## config.mk

```make
export PLATFORM = sky130hd
export DESIGN_NAME = pci_sideband_ctrl
export DESIGN_NICKNAME = d
export VERILOG_FILES = /design/src/design/pci_sideband_pkg.sv /design/src/design/pci_sideband_ctrl.sv /design/src/design/stage_pipe.sv
export SDC_FILE = /design/constraint.sdc
export NUM_CORES = 1
export LEC_CHECK = 0
export BUFFER_PORTS_ARGS = -buffer_cell sky130_fd_sc_hd__buf_2
export CAP_MARGIN = 20
export CORE_ASPECT_RATIO = 1.25
export CORE_UTILIZATION = 39
export CTS_CLUSTER_DIAMETER = 200
export CTS_CLUSTER_SIZE = 16
export DETAILED_ROUTE_END_ITERATION = 8
export GPL_TIMING_DRIVEN = 0
export PLACE_DENSITY = 0.72
export SETUP_SLACK_MARGIN = 0.3
export SLEW_MARGIN = 10
export SYNTH_ARGS = -nofsm -noshare
export SYNTH_HDL_FRONTEND = slang
export SYNTH_SLANG_ARGS = --single-unit
```

## constraint.sdc

```tcl
create_clock -name i_clock -period 0.9 [get_ports i_clock]
set_input_delay 0.27 -clock i_clock [delete_from_list [all_inputs] [get_ports i_clock]]
set_output_delay 0.27 -clock i_clock [all_outputs]
set_load 0.05 [all_outputs]
```

## src/design/pci_sideband_pkg.sv

```systemverilog
package pci_sideband_pkg;

  // -------------------------------------------------------------------
  // timing and structure constants
  // -------------------------------------------------------------------
  localparam int SYNC_DEPTH = 2;        // flops on every async pin
  localparam int PERR_DELAY = 2;        // clocks from detect to data_err_late; error pin one clock later
  localparam int NUM_PORTS = 2;         // port A and port B interrupt lines
  localparam int CLOCK_PERIOD_NS = 25;  // core clock period

  localparam logic PIN_ASSERTED = 1'b0;   // bus signals are active low
  localparam logic PIN_DEASSERTED = 1'b1;

  // one bus pin as the pad sees it: level to drive and its enable
  typedef struct packed {
    logic out;
    logic oe;
  } pin_drive_t;

  localparam pin_drive_t PIN_FLOAT = '{out: 1'b1, oe: 1'b0};

  // initiator side request from the transfer engine
  typedef struct packed {
    logic frame_oe;   // engine owns the frame pin
    logic frame_act;  // frame asserted
    logic want64;     // wide transfer wanted
  } mst_ctrl_t;

  // target side answer from the transfer engine
  typedef struct packed {
    logic devsel_oe;
    logic devsel_act;
  } tgt_ctrl_t;

endpackage

```

## src/design/pci_sideband_ctrl.sv

```systemverilog
`timescale 1ns/1ps
`default_nettype none

module pci_sideband_ctrl (
  input wire logic i_clock,
  input wire logic i_nrst,
  // asynchronous pins
  input wire logic i_bus_rst_n,
  input wire logic i_power_good_in,
  input wire logic i_aux_power_present,
  input wire logic i_m66en,
  // bus inputs synchronous to the bus clock
  input wire logic i_gnt_n,
  input wire logic i_frame_n,
  input wire logic i_req64_n,
  input wire logic i_irdy_n,
  input wire logic i_trdy_n,
  // transfer engine side
  input wire logic i_bus_want,
  input wire pci_sideband_pkg::mst_ctrl_t i_mst,
  input wire pci_sideband_pkg::tgt_ctrl_t i_tgt,
  input wire logic i_addr_par_err,
  input wire logic i_data_par_err,
  input wire logic i_special_cycle,
  input wire logic [pci_sideband_pkg::NUM_PORTS-1:0] i_port_irq,
  // power management side
  input wire logic i_wake_event,
  input wire logic i_pme_enable,
  input wire logic i_adv_power_mgmt_wake_enable,
  input wire logic i_pme_clear,
  // bus pins
  output pci_sideband_pkg::pin_drive_t o_req,
  output pci_sideband_pkg::pin_drive_t o_frame,
  output pci_sideband_pkg::pin_drive_t o_req64,
  output pci_sideband_pkg::pin_drive_t o_devsel,
  output pci_sideband_pkg::pin_drive_t o_ack64,
  output pci_sideband_pkg::pin_drive_t o_inta,
  output pci_sideband_pkg::pin_drive_t o_intb,
  output pci_sideband_pkg::pin_drive_t o_serr,
  output pci_sideband_pkg::pin_drive_t o_perr,
  output pci_sideband_pkg::pin_drive_t o_pme,
  // status toward the engine
  output logic o_granted,
  output logic o_phase_done,
  output logic o_bus_active,
  output logic o_bus_66mhz_capable,
  output logic o_d3cold_supported,
  output logic o_pme_status
);

  // -------------------------------------------------------------------
  // pin synchronisers
  // -------------------------------------------------------------------
  logic [3:0] async_sync;

  stage_pipe #(
    .WIDTH(4),
    .DEPTH(pci_sideband_pkg::SYNC_DEPTH),
    .RESET_VALUE(4'h0)
  ) u_async_sync (
    .i_clock(i_clock),
    .i_nrst(i_nrst),
    .i_data({i_bus_rst_n, i_power_good_in, i_aux_power_present, i_m66en}),
    .o_data(async_sync)
  );

  logic bus_rst_n_s;
  logic power_good_s;
  logic aux_s;
  logic m66_s;
  assign {bus_rst_n_s, power_good_s, aux_s, m66_s} = async_sync;

  // power good low holds everything, bus reset holds all but wake state and strap status
  logic power_ok;
  logic active;
  assign power_ok = i_nrst && power_good_s;
  assign active = power_ok && bus_rst_n_s;

  // -------------------------------------------------------------------
  // bus input sampling
  // -------------------------------------------------------------------
  // one rising-edge flop per synchronous pin; lock is left unconnected
  // because sole access across transfers is never honoured
  logic gnt_q;
  logic frame_q;
  logic req64_q;
  logic irdy_q;
  logic trdy_q;
  logic wide_seen;
  logic next_gnt_q;
  logic next_frame_q;
  logic next_req64_q;
  logic next_irdy_q;
  logic next_trdy_q;
  logic next_wide_seen;

  always_comb begin
    // inputs are ignored outside the active state
    next_gnt_q = active && (i_gnt_n == pci_sideband_pkg::PIN_ASSERTED);
    next_frame_q = active && (i_frame_n == pci_sideband_pkg::PIN_ASSERTED);
    next_req64_q = active && (i_req64_n == pci_sideband_pkg::PIN_ASSERTED);
    next_irdy_q = active && (i_irdy_n == pci_sideband_pkg::PIN_ASSERTED);
    next_trdy_q = active && (i_trdy_n == pci_sideband_pkg::PIN_ASSERTED);
    next_wide_seen = wide_seen;
    // wide request is caught in the address phase, frame's first cycle
    if (!active) begin
      next_wide_seen = 1'b0;
    end else if (next_frame_q && !frame_q) begin
      next_wide_seen = next_req64_q;
    end
  end

  always_ff @(posedge i_clock) begin
    gnt_q <= next_gnt_q;
    frame_q <= next_frame_q;
    req64_q <= next_req64_q;
    irdy_q <= next_irdy_q;
    trdy_q <= next_trdy_q;
    wide_seen <= next_wide_seen;
  end

  // -------------------------------------------------------------------
  // data parity error pipeline
  // -------------------------------------------------------------------
  logic phase_done;
  logic data_err_detect;
  logic data_err_late;
  assign phase_done = irdy_q && trdy_q;
  // special cycles never report data parity
  assign data_err_detect = phase_done && i_data_par_err && !i_special_cycle && active;

  stage_pipe #(
    .WIDTH(1),
    .DEPTH(pci_sideband_pkg::PERR_DELAY),
    .RESET_VALUE(1'b0)
  ) u_perr_delay (
    .i_clock(i_clock),
    .i_nrst(active),
    .i_data(data_err_detect),
    .o_data(data_err_late)
  );

  // -------------------------------------------------------------------
  // error, wake and status state
  // -------------------------------------------------------------------
  logic addr_err_q;
  logic perr_low_q;
  logic pme_flag;
  logic next_addr_err_q;
  logic next_perr_low_q;
  logic next_pme_flag;

  always_comb begin
    next_addr_err_q = active && i_addr_par_err;
    next_perr_low_q = active && data_err_late;
    next_pme_flag = pme_flag;
    // wake context survives bus reset, lost only with power or core reset
    if (!power_ok) begin
      next_pme_flag = 1'b0;
    end else if (i_wake_event && (i_pme_enable || i_adv_power_mgmt_wake_enable)) begin
      next_pme_flag = 1'b1; // set wins over clear
    end else if (i_pme_clear) begin
      next_pme_flag = 1'b0;
    end
  end

  always_ff @(posedge i_clock) begin
    addr_err_q <= next_addr_err_q;
    perr_low_q <= next_perr_low_q;
    pme_flag <= next_pme_flag;
  end

  // -------------------------------------------------------------------
  // pin drive registers
  // -------------------------------------------------------------------
  pci_sideband_pkg::pin_drive_t next_req;
  pci_sideband_pkg::pin_drive_t next_frame;
  pci_sideband_pkg::pin_drive_t next_req64;
  pci_sideband_pkg::pin_drive_t next_devsel;
  pci_sideband_pkg::pin_drive_t next_ack64;
  pci_sideband_pkg::pin_drive_t next_inta;
  pci_sideband_pkg::pin_drive_t next_intb;
  pci_sideband_pkg::pin_drive_t next_serr;
  pci_sideband_pkg::pin_drive_t next_perr;
  pci_sideband_pkg::pin_drive_t next_pme;

  always_comb begin
    next_req = pci_sideband_pkg::PIN_FLOAT;
    next_frame = pci_sideband_pkg::PIN_FLOAT;
    next_req64 = pci_sideband_pkg::PIN_FLOAT;
    next_devsel = pci_sideband_pkg::PIN_FLOAT;
    next_ack64 = pci_sideband_pkg::PIN_FLOAT;
    next_inta = pci_sideband_pkg::PIN_FLOAT;
    next_intb = pci_sideband_pkg::PIN_FLOAT;
    next_serr = pci_sideband_pkg::PIN_FLOAT;
    next_perr = pci_sideband_pkg::PIN_FLOAT;
    next_pme = pci_sideband_pkg::PIN_FLOAT;
    if (active) begin
      // private request line, always driven while active
      next_req = '{out: !i_bus_want, oe: 1'b1};
      // frame and wide request share one flop timing
      next_frame = '{out: !i_mst.frame_act, oe: i_mst.frame_oe};
      next_req64 = '{out: !(i_mst.frame_act && i_mst.want64), oe: i_mst.frame_oe};
      next_devsel = '{out: !i_tgt.devsel_act, oe: i_tgt.devsel_oe};
      next_ack64 = '{out: !(i_tgt.devsel_act && wide_seen), oe: i_tgt.devsel_oe};
      // level lines held low for as long as the cause stands
      next_inta = '{out: pci_sideband_pkg::PIN_ASSERTED, oe: i_port_irq[0]};
      next_intb = '{out: pci_sideband_pkg::PIN_ASSERTED, oe: i_port_irq[1]};
      // rising edge only, so a held error still gives one clock
      next_serr = '{out: pci_sideband_pkg::PIN_ASSERTED,
                    oe: i_addr_par_err && !addr_err_q};
      // low per errored phase, then one high clock before release
      if (data_err_late) begin
        next_perr = '{out: pci_sideband_pkg::PIN_ASSERTED, oe: 1'b1};
      end else if (perr_low_q) begin
        next_perr = '{out: pci_sideband_pkg::PIN_DEASSERTED, oe: 1'b1};
      end
    end
    // wake line keeps working through bus reset
    if (power_ok) begin
      next_pme = '{out: pci_sideband_pkg::PIN_ASSERTED, oe: next_pme_flag};
    end
  end

  always_ff @(posedge i_clock) begin
    o_req <= next_req;
    o_frame <= next_frame;
    o_req64 <= next_req64;
    o_devsel <= next_devsel;
    o_ack64 <= next_ack64;
    o_inta <= next_inta;
    o_intb <= next_intb;
    o_serr <= next_serr;
    o_perr <= next_perr;
    o_pme <= next_pme;
  end

  // -------------------------------------------------------------------
  // status outputs
  // -------------------------------------------------------------------
  // speed strap is the system's to drive; it is only reported here
  always_ff @(posedge i_clock) begin
    o_granted <= active && gnt_q;
    o_phase_done <= active && phase_done;
    o_bus_active <= active;
    o_bus_66mhz_capable <= power_ok && m66_s;
    o_d3cold_supported <= power_ok && aux_s;
    o_pme_status <= next_pme_flag;
  end

endmodule // pci_sideband_ctrl

`default_nettype wire

```

## src/design/stage_pipe.sv

```systemverilog
`timescale 1ns/1ps
`default_nettype none

// plain shift pipeline: synchroniser or fixed delay line
module stage_pipe #(
  parameter int WIDTH = 1,
  parameter int DEPTH = 2,
  parameter logic [WIDTH-1:0] RESET_VALUE = '0
) (
  input wire logic i_clock,
  input wire logic i_nrst,
  input wire logic [WIDTH-1:0] i_data,
  output logic [WIDTH-1:0] o_data
);

  logic [WIDTH-1:0] stage [DEPTH];
  logic [WIDTH-1:0] next_stage [DEPTH];

  // ---------------------------------------------------------------
  // stage chain
  // ---------------------------------------------------------------
  // each stage reads only its predecessor, so stage 0 feeds stage 1 alone
  genvar g;
  generate
    for (g = 0; g < DEPTH; g++) begin : g_stage
      always_comb begin
        if (g == 0) begin
          next_stage[g] = i_data;
        end else begin
          next_stage[g] = stage[(g == 0) ? 0 : g - 1];
        end
      end

      always_ff @(posedge i_clock) begin
        if (!i_nrst) begin
          stage[g] <= RESET_VALUE;
        end else begin
          stage[g] <= next_stage[g];
        end
      end
    end
  endgenerate

  assign o_data = stage[DEPTH-1];

endmodule // stage_pipe

`default_nettype wire

```

# == Word-level counts from Yosys, hierarchy flattened ==
# Memory sizes are Yosys's and may differ from the RTL's.
# Cells that the tools add are included.
# totals
mem_count,2
wordCells,91
in_bits,26
mem_bits_rw,10
reg_bits,31
# classes
reduce_logical,31
bitwise_logic,9
mux,18
# memory_table
name,words,width,read_ports,rd_ports_with_merged_regs,write_ports,line_no,source
u_async_sync.stage,2,4,2,0,2,stage_pipe.sv:16,logic [WIDTH-1:0] stage [DEPTH];
u_perr_delay.stage,2,1,2,0,2,stage_pipe.sv:16,
# op_table
op,count
$logic_and 1x1->1,22
$mux 1,11
$mux 2,5
$logic_not 1->1,8
$mux 4,2
$not 1->1,5
$or 1x1->1,4
$logic_or 1x1->1,1

# == Depth between registers and ports, before layout ==
# Gate-level depths: netlist of run 1.
# depth
word_depth,5
ltp_mapped,4
ltp_nobuf,3

# == Cells and area by module ==
# A second synthesis of run 1 with hierarchy kept.
# unflattened
cells_unflattened,90
hier_area_um2,1079.8
# by_module_without_submodules
module,area_each_um2,seq_area_each_um2,cells_per_inst,n_inst
pci_sideband_ctrl,817.0,560.5,70,1
stage_pipe at u_async_sync,210.2,160.2,16,1
stage_pipe at u_perr_delay,52.6,40.0,4,1

# == Least setup slack after synthesis of run 1 ==
# Ideal clock, no wire load.
# synth_timing
path_type,reg-to-output
from,"register, netlist name o_inta[1]"
to,output o_intb[1] (netlist name)
stages_incl_launch_ff,2
required_ps,630
slack_ps,-284
arrival_ps,914
path_buffers,1
path_cell_list,dfxtp_1 -> buf_4
# synth_lines
item,line_no,source
to (decl),pci_sideband_ctrl.sv:38,"output pci_sideband_pkg::pin_drive_t o_intb,"

==> impl_metrics.py, run 1 <==
metrics = {
    "synthesis": {
        "synthSimpleGateAreaFrac_pct": 20.5,
        "syn_inst": 90,
        "synth_edf_count": 0,
        "syn_area_mm2": 0.00108,
        "synthTopCellsByCount": "38 x dfxtp_1, 16 x and2_1, 7 x nor2_1",
        "synth_top_family_by_area": "simple AND/OR/NAND/NOR gates",
        "ys_seq_elements": 38,
        "synth_flop_cell": "dfxtp_1",
        "ys_seq_area_share_pct": 70.5,
        "async_flop_share_pct": 0,
        "syn-num-nets": 116,
        "synth_area_per_cell_um2": 12.0,
        "yosysMostFrequentCell": "dfxtp_1",
        "ys_types": 16,
        "synth_xor_area_share_pct": 0,
        "yosysTopAreaCell": "dfxtp_1",
        "yosys_warnings": 0,
        "synth_compound_area_share_pct": 2.32,
        "synth_area_leaders": "dfxtp_1 70%, and2_1 9.3%, buf_4 3.5%, nor2_1 2.4%, nor4b_4 2.2%",
        "synthAdderAreaFrac_pct": 0,
        "synth_mux_area_share_pct": 0,
        "synth_top_cell_area_share_pct": 70.5,
    },
    "pwr": {
        "power_density_mw_per_mm2": 1320,
        "power_frac_seq_pct": 62.8,
        "switchingPower_mw": 0.603,
        "p_comb_share_pct": 6.2,
        "ir_drop_mv": 1.28,
        "p_clk_share_pct": 31.1,
        "intPower_mw": 2.03,
        "total_leakage_power_nw": 0.853,
        "total_power_mw": 2.63,
        "switching_share_pct": 22.9,
    },
    "timing": {
        "max_slew_margin_pct": 73.0,
        "timing.final.max_slew_violations": 0,
        "skew_ns": 0.0163,
        "holdWs_ns": 0.0746,
        "fin_ws_ns": -0.333,
        "setup_violations": 45,
        "fmaxAchievable_mhz": 811,
        "period_minus_slack_ns": 1.23,
        "rsz0062_at_grt": "yes",
        "min_period_over_period_pct": 137,
        "finalHoldViolations": 0,
        "worstMarginPinSlew_ns": 0.401,
        "tns_ns": -7.19,
    },
    "final_layout": {
        "syn2layout_area_growth_pct": 85.1,
        "fillers": 155,
        "diodes": 0,
        "stdcell_area_mm2": 0.00200,
        "utilization_pct": 79.1,
        "fin_nets": 180,
        "fin_cells": 188,
        "final_layout_size_suffix_gt1_share_pct": 80.6,
    },
    "floorplan": {
        "core_mm2": 0.00253,
        "ioPinCount": 52,
        "die_y_um": 60.8,
        "fp-row-count": 20,
        "dieArea_mm2": 0.00298,
        "fp.dieW_um": 49.1,
        "start_util_pct": 42.7,
    },
    "worst_setup_path": {
        "start_kind": "flop",
        "critPathRequiredTime_ns": 0.63,
        "arrival_ns": 0.96,
        "worstReg2RegStart": "u_async_sync.stage[1][2]$_SDFF_PN0_",
        "crit_path_start": "o_bus_active$_DFF_P_",
        "cp-end-kind": "output pin",
        "slowest_delay_ns": 0.37,
        "cp_slowest_cell": "dfxtp_4",
        "r2r-end": "u_perr_delay.stage[0]$_DFF_P_",
        "reg2reg_setup_slack_ns": -0.11,
        "path_common_cell": "buf_8",
        "path_depth": 2,
        "critPathKind": "flop to output pin",
        "critPathBufInv": 2,
        "path_delay_family": "flip-flops",
        "crit_fanout": 2,
        "rr_worst_depth": 4,
        "endpoint": "o_req[0]",
        "crit_chain": "buf_8 > buf_8",
    },
    "flow_run": {
        "cap_violations": 0,
    },
    "clock_network": {
        "clock-sinks": 38,
        "cts_buffers": 5,
        "htreeDepth": 2,
        "cts_tree": "done",
        "root_buffer": "clkbuf_4",
        "clock_path_buffers": 2,
        "worstSkewPairLatency_ns": 0.35,
        "path_clk_slew_ns": 0.12,
    },
    "place": {
        "gp_congestion": 0.653,
        "dp_cells": 174,
        "preCtsSetupSlack_ns": -0.183,
        "numPortBuffers": 51,
        "post_dp_cell_area_mm2": 0.00150,
        "hpwl_um": 1250,
    },
    "grt": {
        "grt_pass1_wl_um": 3730,
        "first_global_vias": 892,
        "antenna_found_initial": 0,
        "grt_max_degree": 13,
        "grt_usage_pct": 17.7,
        "grt.overflow.total": 0,
    },
    "run_status": {
        "outcome": "finished, violations left",
        "violations": "setup timing",
    },
    "detailed_routing": {
        "drtPass1Iterations": 2,
        "vias": 829,
        "route.detailed.drc": 0,
        "final_antenna_net_count": 0,
        "wirelength_um": 2460,
        "first_iter_violations": 4,
        "routedWlPerCell_um": 13.1,
        "viasPerCell": 4.41,
    },
    "hold_path": {
        "worstHoldPathCells": 2,
        "min_path_type": "input pin to flop",
    },
}
final cells by class:
class | instances | area (um2) | area share, %
Sequential cell | 38 | 843 | 42.2
Timing Repair Buffer | 57 | 573 | 28.7
Multi-Input combinational cell | 43 | 367 | 18.3
Buffer | 8 | 111 | 5.57
Clock buffer | 6 | 41.3 | 2.07
Tap cell | 33 | 41.3 | 2.07
Inverter | 1 | 11.3 | 0.564
Clock inverter | 2 | 10.0 | 0.501
per-layer routing:
metal  up-vias  GRT usage, %  wire length [um]
met1       373          16.7               844
met2        42          32.9              1420
met4         0          10.1                53
li1        408             -                 -
met3         6          7.02               149
met5         -             0                 0
cells in the final DEF (no fill, tap or decap), drive strengths merged:
cell type,n
buf,64
dfxtp,38
and2,16
clkbuf,7
nor2,7
nand2,6
and3,3
a21oi,3
o21ai,2
nand3,2
clkinv,2
inv,1
nor4b,1
nand2b,1
or3,1
nor3b,1
power by group through the flow:
stage / clock [mW] / sequential, mW / combinational [mW]
CTS: 0.836 / 1.65 / 0.149
detailed placement: 0 / 1.69 / 0.119
floorplan: 0 / 1.70 / 0.0364
global route: 0.915 / 1.65 / 0.174
finish: 0.817 / 1.65 / 0.162
global placement: 0 / 1.69 / 0.115
registers in the layout, summed over array words and instances, names as in the netlist, 2 cells and up:
| register | count |
|---|---|
| o_pme | 2 |
| o_req64 | 2 |
| u_perr_delay.stage | 2 |
| o_inta | 2 |
| o_perr | 2 |
| o_ack64 | 2 |
| u_async_sync.stage | 8 |
logic make-up (layout without fill, tap and decap cells):
logic type             Yosys count  count (layout)
AND/OR/NAND/NOR                 38              38
buffers and inverters            9              74
flip-flops                      38              38
AO/OA/AOI/OAI                    5               5
worst register-to-register path, delay by kind of cell, from the launching register on:
family	cells	cell delay, ns
buf+inv	2	0.20
flops	1	0.34
simple gates	2	0.41
repair_timing:
action                                  4_1_cts  5_1_grt
gates cloned                                  1        0
endpoints found under the setup margin       53       56
resized for setup                            96       20
setup buffers                                 5        0
hold buffers                                  0        0
pin swaps                                    12        1
worst min path at each step:
stage / start / end
3_3_place_gp: wide_seen$_SDFFE_PN0P_ / o_ack64[1]$_SDFF_PN1_
6_report: i_bus_want / o_req[1]$_SDFF_PN1_
5_1_grt: i_bus_want / o_req[1]$_SDFF_PN1_
3_5_place_dp: addr_err_q$_DFF_P_ / o_serr[0]$_SDFF_PN0_
2_1_floorplan: i_tgt[0] / o_devsel[1]$_SDFF_PN1_
4_1_cts: i_bus_want / o_req[1]$_SDFF_PN1_
No activity file was read; power rests on OpenSTA's default activity.
==> run 2: changes to the inputs <==
--- a/config.mk
+++ b/config.mk
@@ -7,13 +7,15 @@
 export LEC_CHECK = 0
 export BUFFER_PORTS_ARGS = -buffer_cell sky130_fd_sc_hd__buf_2
 export CAP_MARGIN = 20
+export CELL_PAD_IN_SITES_DETAIL_PLACEMENT = 1
+export CELL_PAD_IN_SITES_GLOBAL_PLACEMENT = 1
 export CORE_ASPECT_RATIO = 1.25
-export CORE_UTILIZATION = 39
+export CORE_UTILIZATION = 29
 export CTS_CLUSTER_DIAMETER = 200
 export CTS_CLUSTER_SIZE = 16
 export DETAILED_ROUTE_END_ITERATION = 8
 export GPL_TIMING_DRIVEN = 0
-export PLACE_DENSITY = 0.72
+export PLACE_DENSITY_LB_ADDON = 0.1
 export SETUP_SLACK_MARGIN = 0.3
 export SLEW_MARGIN = 10
 export SYNTH_ARGS = -nofsm -noshare
==> run 2 against run 1 <==
Against the previous run: the run still ends with setup timing left; cell area is 2.4% higher; clock skew is 0.010 ns lower; via count is 3.5% higher; sequential power hardly changed; first-iteration DRC count is 100% lower; combinational power is 2% lower; sequential share of layout area is 1.0 points lower; utilization is 21 points lower; cell count is 4.3% higher; die area is 33% higher; critical path type unchanged; largest cell class unchanged.
==> impl_metrics.py, run 2 (same netlist as run 1, synthesis figures left out) <==
metrics = {
    "worst_setup_path": {
        "cp_slowest_cell": "dfxtp_4",
        "critPathRequiredTime_ns": 0.63,
        "cp-end-kind": "output pin",
        "start_kind": "flop",
        "critPathKind": "flop to output pin",
        "path_common_cell": "buf_8",
        "rr_worst_depth": 4,
        "arrival_ns": 0.90,
        "reg2reg_setup_slack_ns": -0.13,
        "crit_chain": "buf_8 > buf_8",
        "slowest_delay_ns": 0.36,
        "crit_path_start": "o_ack64[0]$_SDFF_PN0_",
        "crit_fanout": 2,
        "worstReg2RegStart": "u_async_sync.stage[1][2]$_SDFF_PN0_",
    },
    "clock_network": {
        "root_buffer": "clkbuf_8",
        "cts_buffers": 5,
        "cts_hold_buf": 0,
        "path_clk_slew_ns": 0.08,
        "clock-sinks": 38,
        "worstSkewPairLatency_ns": 0.28,
        "clock_path_buffers": 2,
        "cts_tree": "done",
        "htreeDepth": 2,
    },
    "final_layout": {
        "register_area_um2": 842,
        "top_register": "u_async_sync.stage",
        "largest_reg_flops": 8,
        "fillers": 360,
        "multi_input_comb_area_um2": 339,
        "fin_nets": 182,
        "diodes": 0,
        "mostFrequentLayoutCells": "25 x buf_8, 25 x buf_2, 21 x dfxtp_4, 15 x buf_6, 15 x dfxtp_1",
        "syn2layout_area_growth_pct": 89.5,
        "final_layout_size_suffix_gt1_share_pct": 80.3,
        "fin_cells": 196,
    },
    "pwr": {
        "switching_share_pct": 20.5,
        "intPower_mw": 2.55,
        "switchingPower_mw": 0.658,
        "total_leakage_power_nw": 0.878,
        "total_power_mw": 3.20,
        "p_clk_share_pct": 43.5,
        "power_frac_seq_pct": 51.5,
        "p_comb_share_pct": 4.9,
        "ir_drop_mv": 1.43,
        "power_density_mw_per_mm2": 1570,
    },
    "detailed_routing": {
        "first_iter_violations": 0,
        "wirelength_um": 2400,
        "vias": 858,
        "maxUsedRoutingLayer": "met4",
        "routedWlPerCell_um": 12.3,
        "drtPass1Iterations": 1,
        "final_antenna_net_count": 0,
        "met1Wirelength_um": 771,
        "route.detailed.drc": 0,
        "met3_length_um": 150,
        "dr_wl_met2_um": 1380,
        "viasPerCell": 4.38,
    },
    "floorplan": {
        "dieArea_mm2": 0.00397,
        "core_mm2": 0.00351,
        "start_util_pct": 30.7,
        "fp-row-count": 24,
        "die_y_um": 70.2,
        "ioPinCount": 52,
        "fp.dieW_um": 56.6,
    },
    "timing": {
        "worstMarginPinSlew_ns": 0.364,
        "min_period_over_period_pct": 130,
        "max_slew_margin_pct": 75.5,
        "finalHoldViolations": 0,
        "skew_ns": 0.00600,
        "period_minus_slack_ns": 1.17,
        "fin_ws_ns": -0.267,
        "setup_violations": 47,
        "timing.final.max_slew_violations": 0,
        "rsz0062_at_grt": "yes",
        "fmaxAchievable_mhz": 857,
    },
    "run_status": {
        "violations": "setup timing",
        "outcome": "finished, violations left",
    },
    "place": {
        "dp_cells": 180,
        "gp_congestion": 0.574,
        "numPortBuffers": 51,
        "hpwl_um": 1610,
    },
    "grt": {
        "grt_usage_pct": 13.1,
        "grt_max_degree": 13,
        "antenna_found_initial": 0,
        "grt.overflow.total": 0,
        "first_global_vias": 880,
        "grt_pass1_wl_um": 3780,
    },
    "flow_run": {
        "cap_violations": 0,
    },
    "hold_path": {
        "min_path_type": "input pin to flop",
        "worstHoldPathCells": 2,
        "holdCritStartpoint": "i_bus_want",
    },
}
==> run 2: changes by cell type in the layout (fill, tap and decap cells not counted), moves of 2 or more <==
cell,previous run,this run
nor2_2,1,5
clkbuf_4,5,0
buf_6,10,15
buf_8,27,25
clkbuf_8,1,6
nor2_4,3,0
==> run 2: final timing paths <==
path / endpoint
min reg2reg: o_ack64[1]$_SDFF_PN1_
max: o_devsel[0]
min: o_req[1]$_SDFF_PN1_
max reg2reg: u_perr_delay.stage[0]$_DFF_P_
==> run 2: through the flow <==
stage / setup TNS [ns] / hold WS (ns) / cell area [um2] / utilization (%) / setup WS, ns
finish: -5.77 / 0.138 / 2050 / 58.2 / -0.267
floorplan: -0.178 / 0.338 / 1200 / - / -0.0381
global route: -7.22 / 0.133 / 2050 / 58.2 / -0.295
global placement: -1.96 / 0.371 / 1510 / 42.9 / -0.184
detailed placement: -2.34 / 0.378 / 1510 / 42.9 / -0.199
CTS: -5.48 / 0.121 / 1990 / 56.5 / -0.275
==> run 2: power groups by stage <==
stage | clock, mW | sequential [mW] | combinational [mW]
global route | 1.52 | 1.65 | 0.170
CTS | 1.45 | 1.65 | 0.151
finish | 1.39 | 1.65 | 0.158
detailed placement | 0 | 1.69 | 0.122
floorplan | 0 | 1.70 | 0.0364
global placement | 0 | 1.69 | 0.116
==> run 2: timing repair <==
item / CTS / global route
cloned: 1 / 0
resized for setup: 98 / 14
setup endpoints to repair: 53 / 56
buffers inserted: 5 / 2
hold endpoints to repair: 0 / 0
pin swaps: 10 / 1
==> run 2: final cells by class <==
class | count | share of cell area (%)
clock buffer | 5 | 3.36
tap | 39 | 2.39
buffer | 8 | 5.44
clock inverter | 3 | 1.96
inverter | 1 | 0.795
sequential | 38 | 41.2
multi-input combinational | 43 | 16.6
timing repair buffer | 59 | 28.3
==> run 2: per-layer routing <==
metal | GRT usage (%) | up-vias
met4 | 8.13 | 0
met1 | 10.7 | 406
met3 | 4.44 | 9
li1 | - | 407
met2 | 25.5 | 36
met5 | 0 | -
==> run 2: critical path: cells and delay by family (launching register included) <==
| family | cells | cell delay [ns] |
|---|---|---|
| buffers and inverters | 2 | 0.25 |
| DFF | 1 | 0.36 |
==> run 3: changes to the inputs <==
--- a/config.mk
+++ b/config.mk
@@ -6,7 +6,7 @@
 export NUM_CORES = 1
 export LEC_CHECK = 0
 export BUFFER_PORTS_ARGS = -buffer_cell sky130_fd_sc_hd__buf_2
-export CAP_MARGIN = 20
+export CAP_MARGIN = 10
 export CELL_PAD_IN_SITES_DETAIL_PLACEMENT = 1
 export CELL_PAD_IN_SITES_GLOBAL_PLACEMENT = 1
 export CORE_ASPECT_RATIO = 1.25
@@ -17,6 +17,7 @@
 export GPL_TIMING_DRIVEN = 0
 export PLACE_DENSITY_LB_ADDON = 0.1
 export SETUP_SLACK_MARGIN = 0.3
+export SKIP_CTS_REPAIR_TIMING = 1
 export SLEW_MARGIN = 10
 export SYNTH_ARGS = -nofsm -noshare
 export SYNTH_HDL_FRONTEND = slang
==> run 3 against run 2 <==
Against the previous run: sequential share of layout area up 0.72 points; setup slack improved by 0.0027 ns; highest routed layer unchanged; global-route usage shrank 1.3 points; largest power group unchanged; the flow still finishes with violations (setup timing).
==> impl_metrics.py, run 3 (same netlist as run 1, synthesis figures left out) <==
metrics = {
    "run_status": {
        "outcome": "finished, violations left",
        "violations": "setup timing",
    },
    "final_layout": {
        "fin_cells": 192,
        "fin_nets": 178,
        "syn2layout_area_growth_pct": 86.2,
        "mostFrequentLayoutCells": "25 x buf_2, 24 x buf_8, 21 x dfxtp_4, 15 x dfxtp_1, 10 x buf_6",
        "largest_reg_flops": 8,
        "final_common_cell": "buf_2",
        "final_layout_size_suffix_gt1_share_pct": 80.4,
        "diodes": 0,
        "stdcell_area_mm2": 0.00201,
        "top_register": "u_async_sync.stage",
    },
    "detailed_routing": {
        "viasPerCell": 4.29,
        "final_antenna_net_count": 0,
        "drtPass1Iterations": 1,
        "vias": 824,
        "route.detailed.drc": 0,
        "first_iter_violations": 0,
        "wirelength_um": 2400,
        "routedWlPerCell_um": 12.5,
    },
    "hold_path": {
        "worstHoldPathCells": 2,
        "holdCritStartpoint": "i_irdy_n",
        "min_to": "irdy_q$_DFF_P_",
        "min_path_type": "input pin to flop",
    },
    "grt": {
        "first_global_vias": 828,
        "grt_usage_pct": 11.8,
        "grt_pass1_wl_um": 3450,
        "grt.overflow.total": 0,
        "antenna_found_initial": 0,
        "grt_max_degree": 13,
    },
    "floorplan": {
        "fp-row-count": 24,
        "start_util_pct": 30.7,
        "core_mm2": 0.00351,
        "die_y_um": 70.2,
        "fp.dieW_um": 56.6,
        "ioPinCount": 52,
        "dieArea_mm2": 0.00397,
    },
    "clock_network": {
        "path_clk_slew_ns": 0.07,
        "cts_buffers": 5,
        "worstSkewPairLatency_ns": 0.28,
        "cts_tree": "done",
        "htreeDepth": 2,
        "root_buffer": "clkbuf_8",
        "clock_path_buffers": 2,
        "clock-sinks": 38,
    },
    "timing": {
        "setup_violations": 42,
        "timing.final.max_slew_violations": 0,
        "max_slew_margin_pct": 83.7,
        "skew_ns": 0.00428,
        "finalHoldViolations": 0,
        "fin_ws_ns": -0.265,
        "tns_ns": -5.51,
        "worstMarginPinSlew_ns": 0.243,
        "min_period_over_period_pct": 129,
        "fmaxAchievable_mhz": 859,
        "period_minus_slack_ns": 1.16,
        "rsz0062_at_grt": "yes",
    },
    "worst_setup_path": {
        "r2r-end": "u_perr_delay.stage[0]$_DFF_P_",
        "critPathRequiredTime_ns": 0.63,
        "rr_worst_depth": 4,
        "crit_fanout": 3,
        "cp-end-kind": "output pin",
        "worstReg2RegStart": "u_async_sync.stage[1][2]$_SDFF_PN0_",
        "arrival_ns": 0.89,
        "critPathKind": "flop to output pin",
        "reg2reg_setup_slack_ns": -0.13,
        "start_kind": "flop",
    },
    "place": {
        "preCtsSetupSlack_ns": -0.199,
        "numPortBuffers": 51,
        "post_dp_cell_area_mm2": 0.00151,
        "hpwl_um": 1610,
        "gp_congestion": 0.574,
        "dp_cells": 180,
    },
    "flow_run": {
        "cap_violations": 0,
    },
    "pwr": {
        "ir_drop_mv": 1.26,
        "total_leakage_power_nw": 0.880,
        "power_density_mw_per_mm2": 1580,
        "total_power_mw": 3.19,
    },
}
[run 3: critical path, stage by stage (launching register included)]
cell and delay [ns]:
dfxtp_4 0.36, buf_8 0.11, buf_6 0.14
[run 3: cell type report]
| cell class | count | area [um2] |
|---|---|---|
| clock buffer | 5 | 68.8 |
| inverter | 1 | 11.3 |
| fill | 348 | 1500 |
| tap | 39 | 48.8 |
| timing repair buffer | 55 | 537 |
| multi-input combinational | 43 | 348 |
| buffer | 8 | 115 |
| clock inverter | 3 | 40.0 |
| sequential | 38 | 842 |
[run 3: how the worst max path moves through the flow]
| stage | startpoint | to | slack, ns | depth (start not counted) |
|---|---|---|---|---|
| after floorplan | u_async_sync.stage[1][2]$_SDFF_PN0_ | addr_err_q$_DFF_P_ | -0.04 | 4 |
| after global placement | i_nrst | perr_low_q$_DFF_P_ | -0.18 | 5 |
| after detailed placement | i_nrst | perr_low_q$_DFF_P_ | -0.20 | 5 |
| after CTS | o_inta[1]$_DFF_P_ | o_intb[1] | -0.37 | 2 |
| after global routing | o_inta[1]$_DFF_P_ | o_serr[1] | -0.29 | 2 |
| final | o_inta[1]$_DFF_P_ | o_serr[1] | -0.26 | 2 |
[run 3: report_power, final]
| group | total [mW] | switching, mW | internal, mW |
|---|---|---|---|
| logic | 0.152 | 0.0677 | 0.0847 |
| clock network | 1.38 | 0.567 | 0.815 |
| registers | 1.65 | 0.00879 | 1.64 |
[run 3: stage by stage]
step           util, %  hold slack (ns)
4_1_cts           46.0            0.121
6_report          57.2            0.140
3_3_place_gp      42.9            0.371
2_1_floorplan        -            0.338
5_1_grt           57.2            0.133
3_5_place_dp      42.9            0.378
[run 3: per-layer routing]
metal  vias up  wire, um  track usage [%]
met4         0        53             8.13
met5         -         0                0
li1        399         -                -
met3         5       154             4.44
met1       387       746             9.15
met2        33      1450             22.9
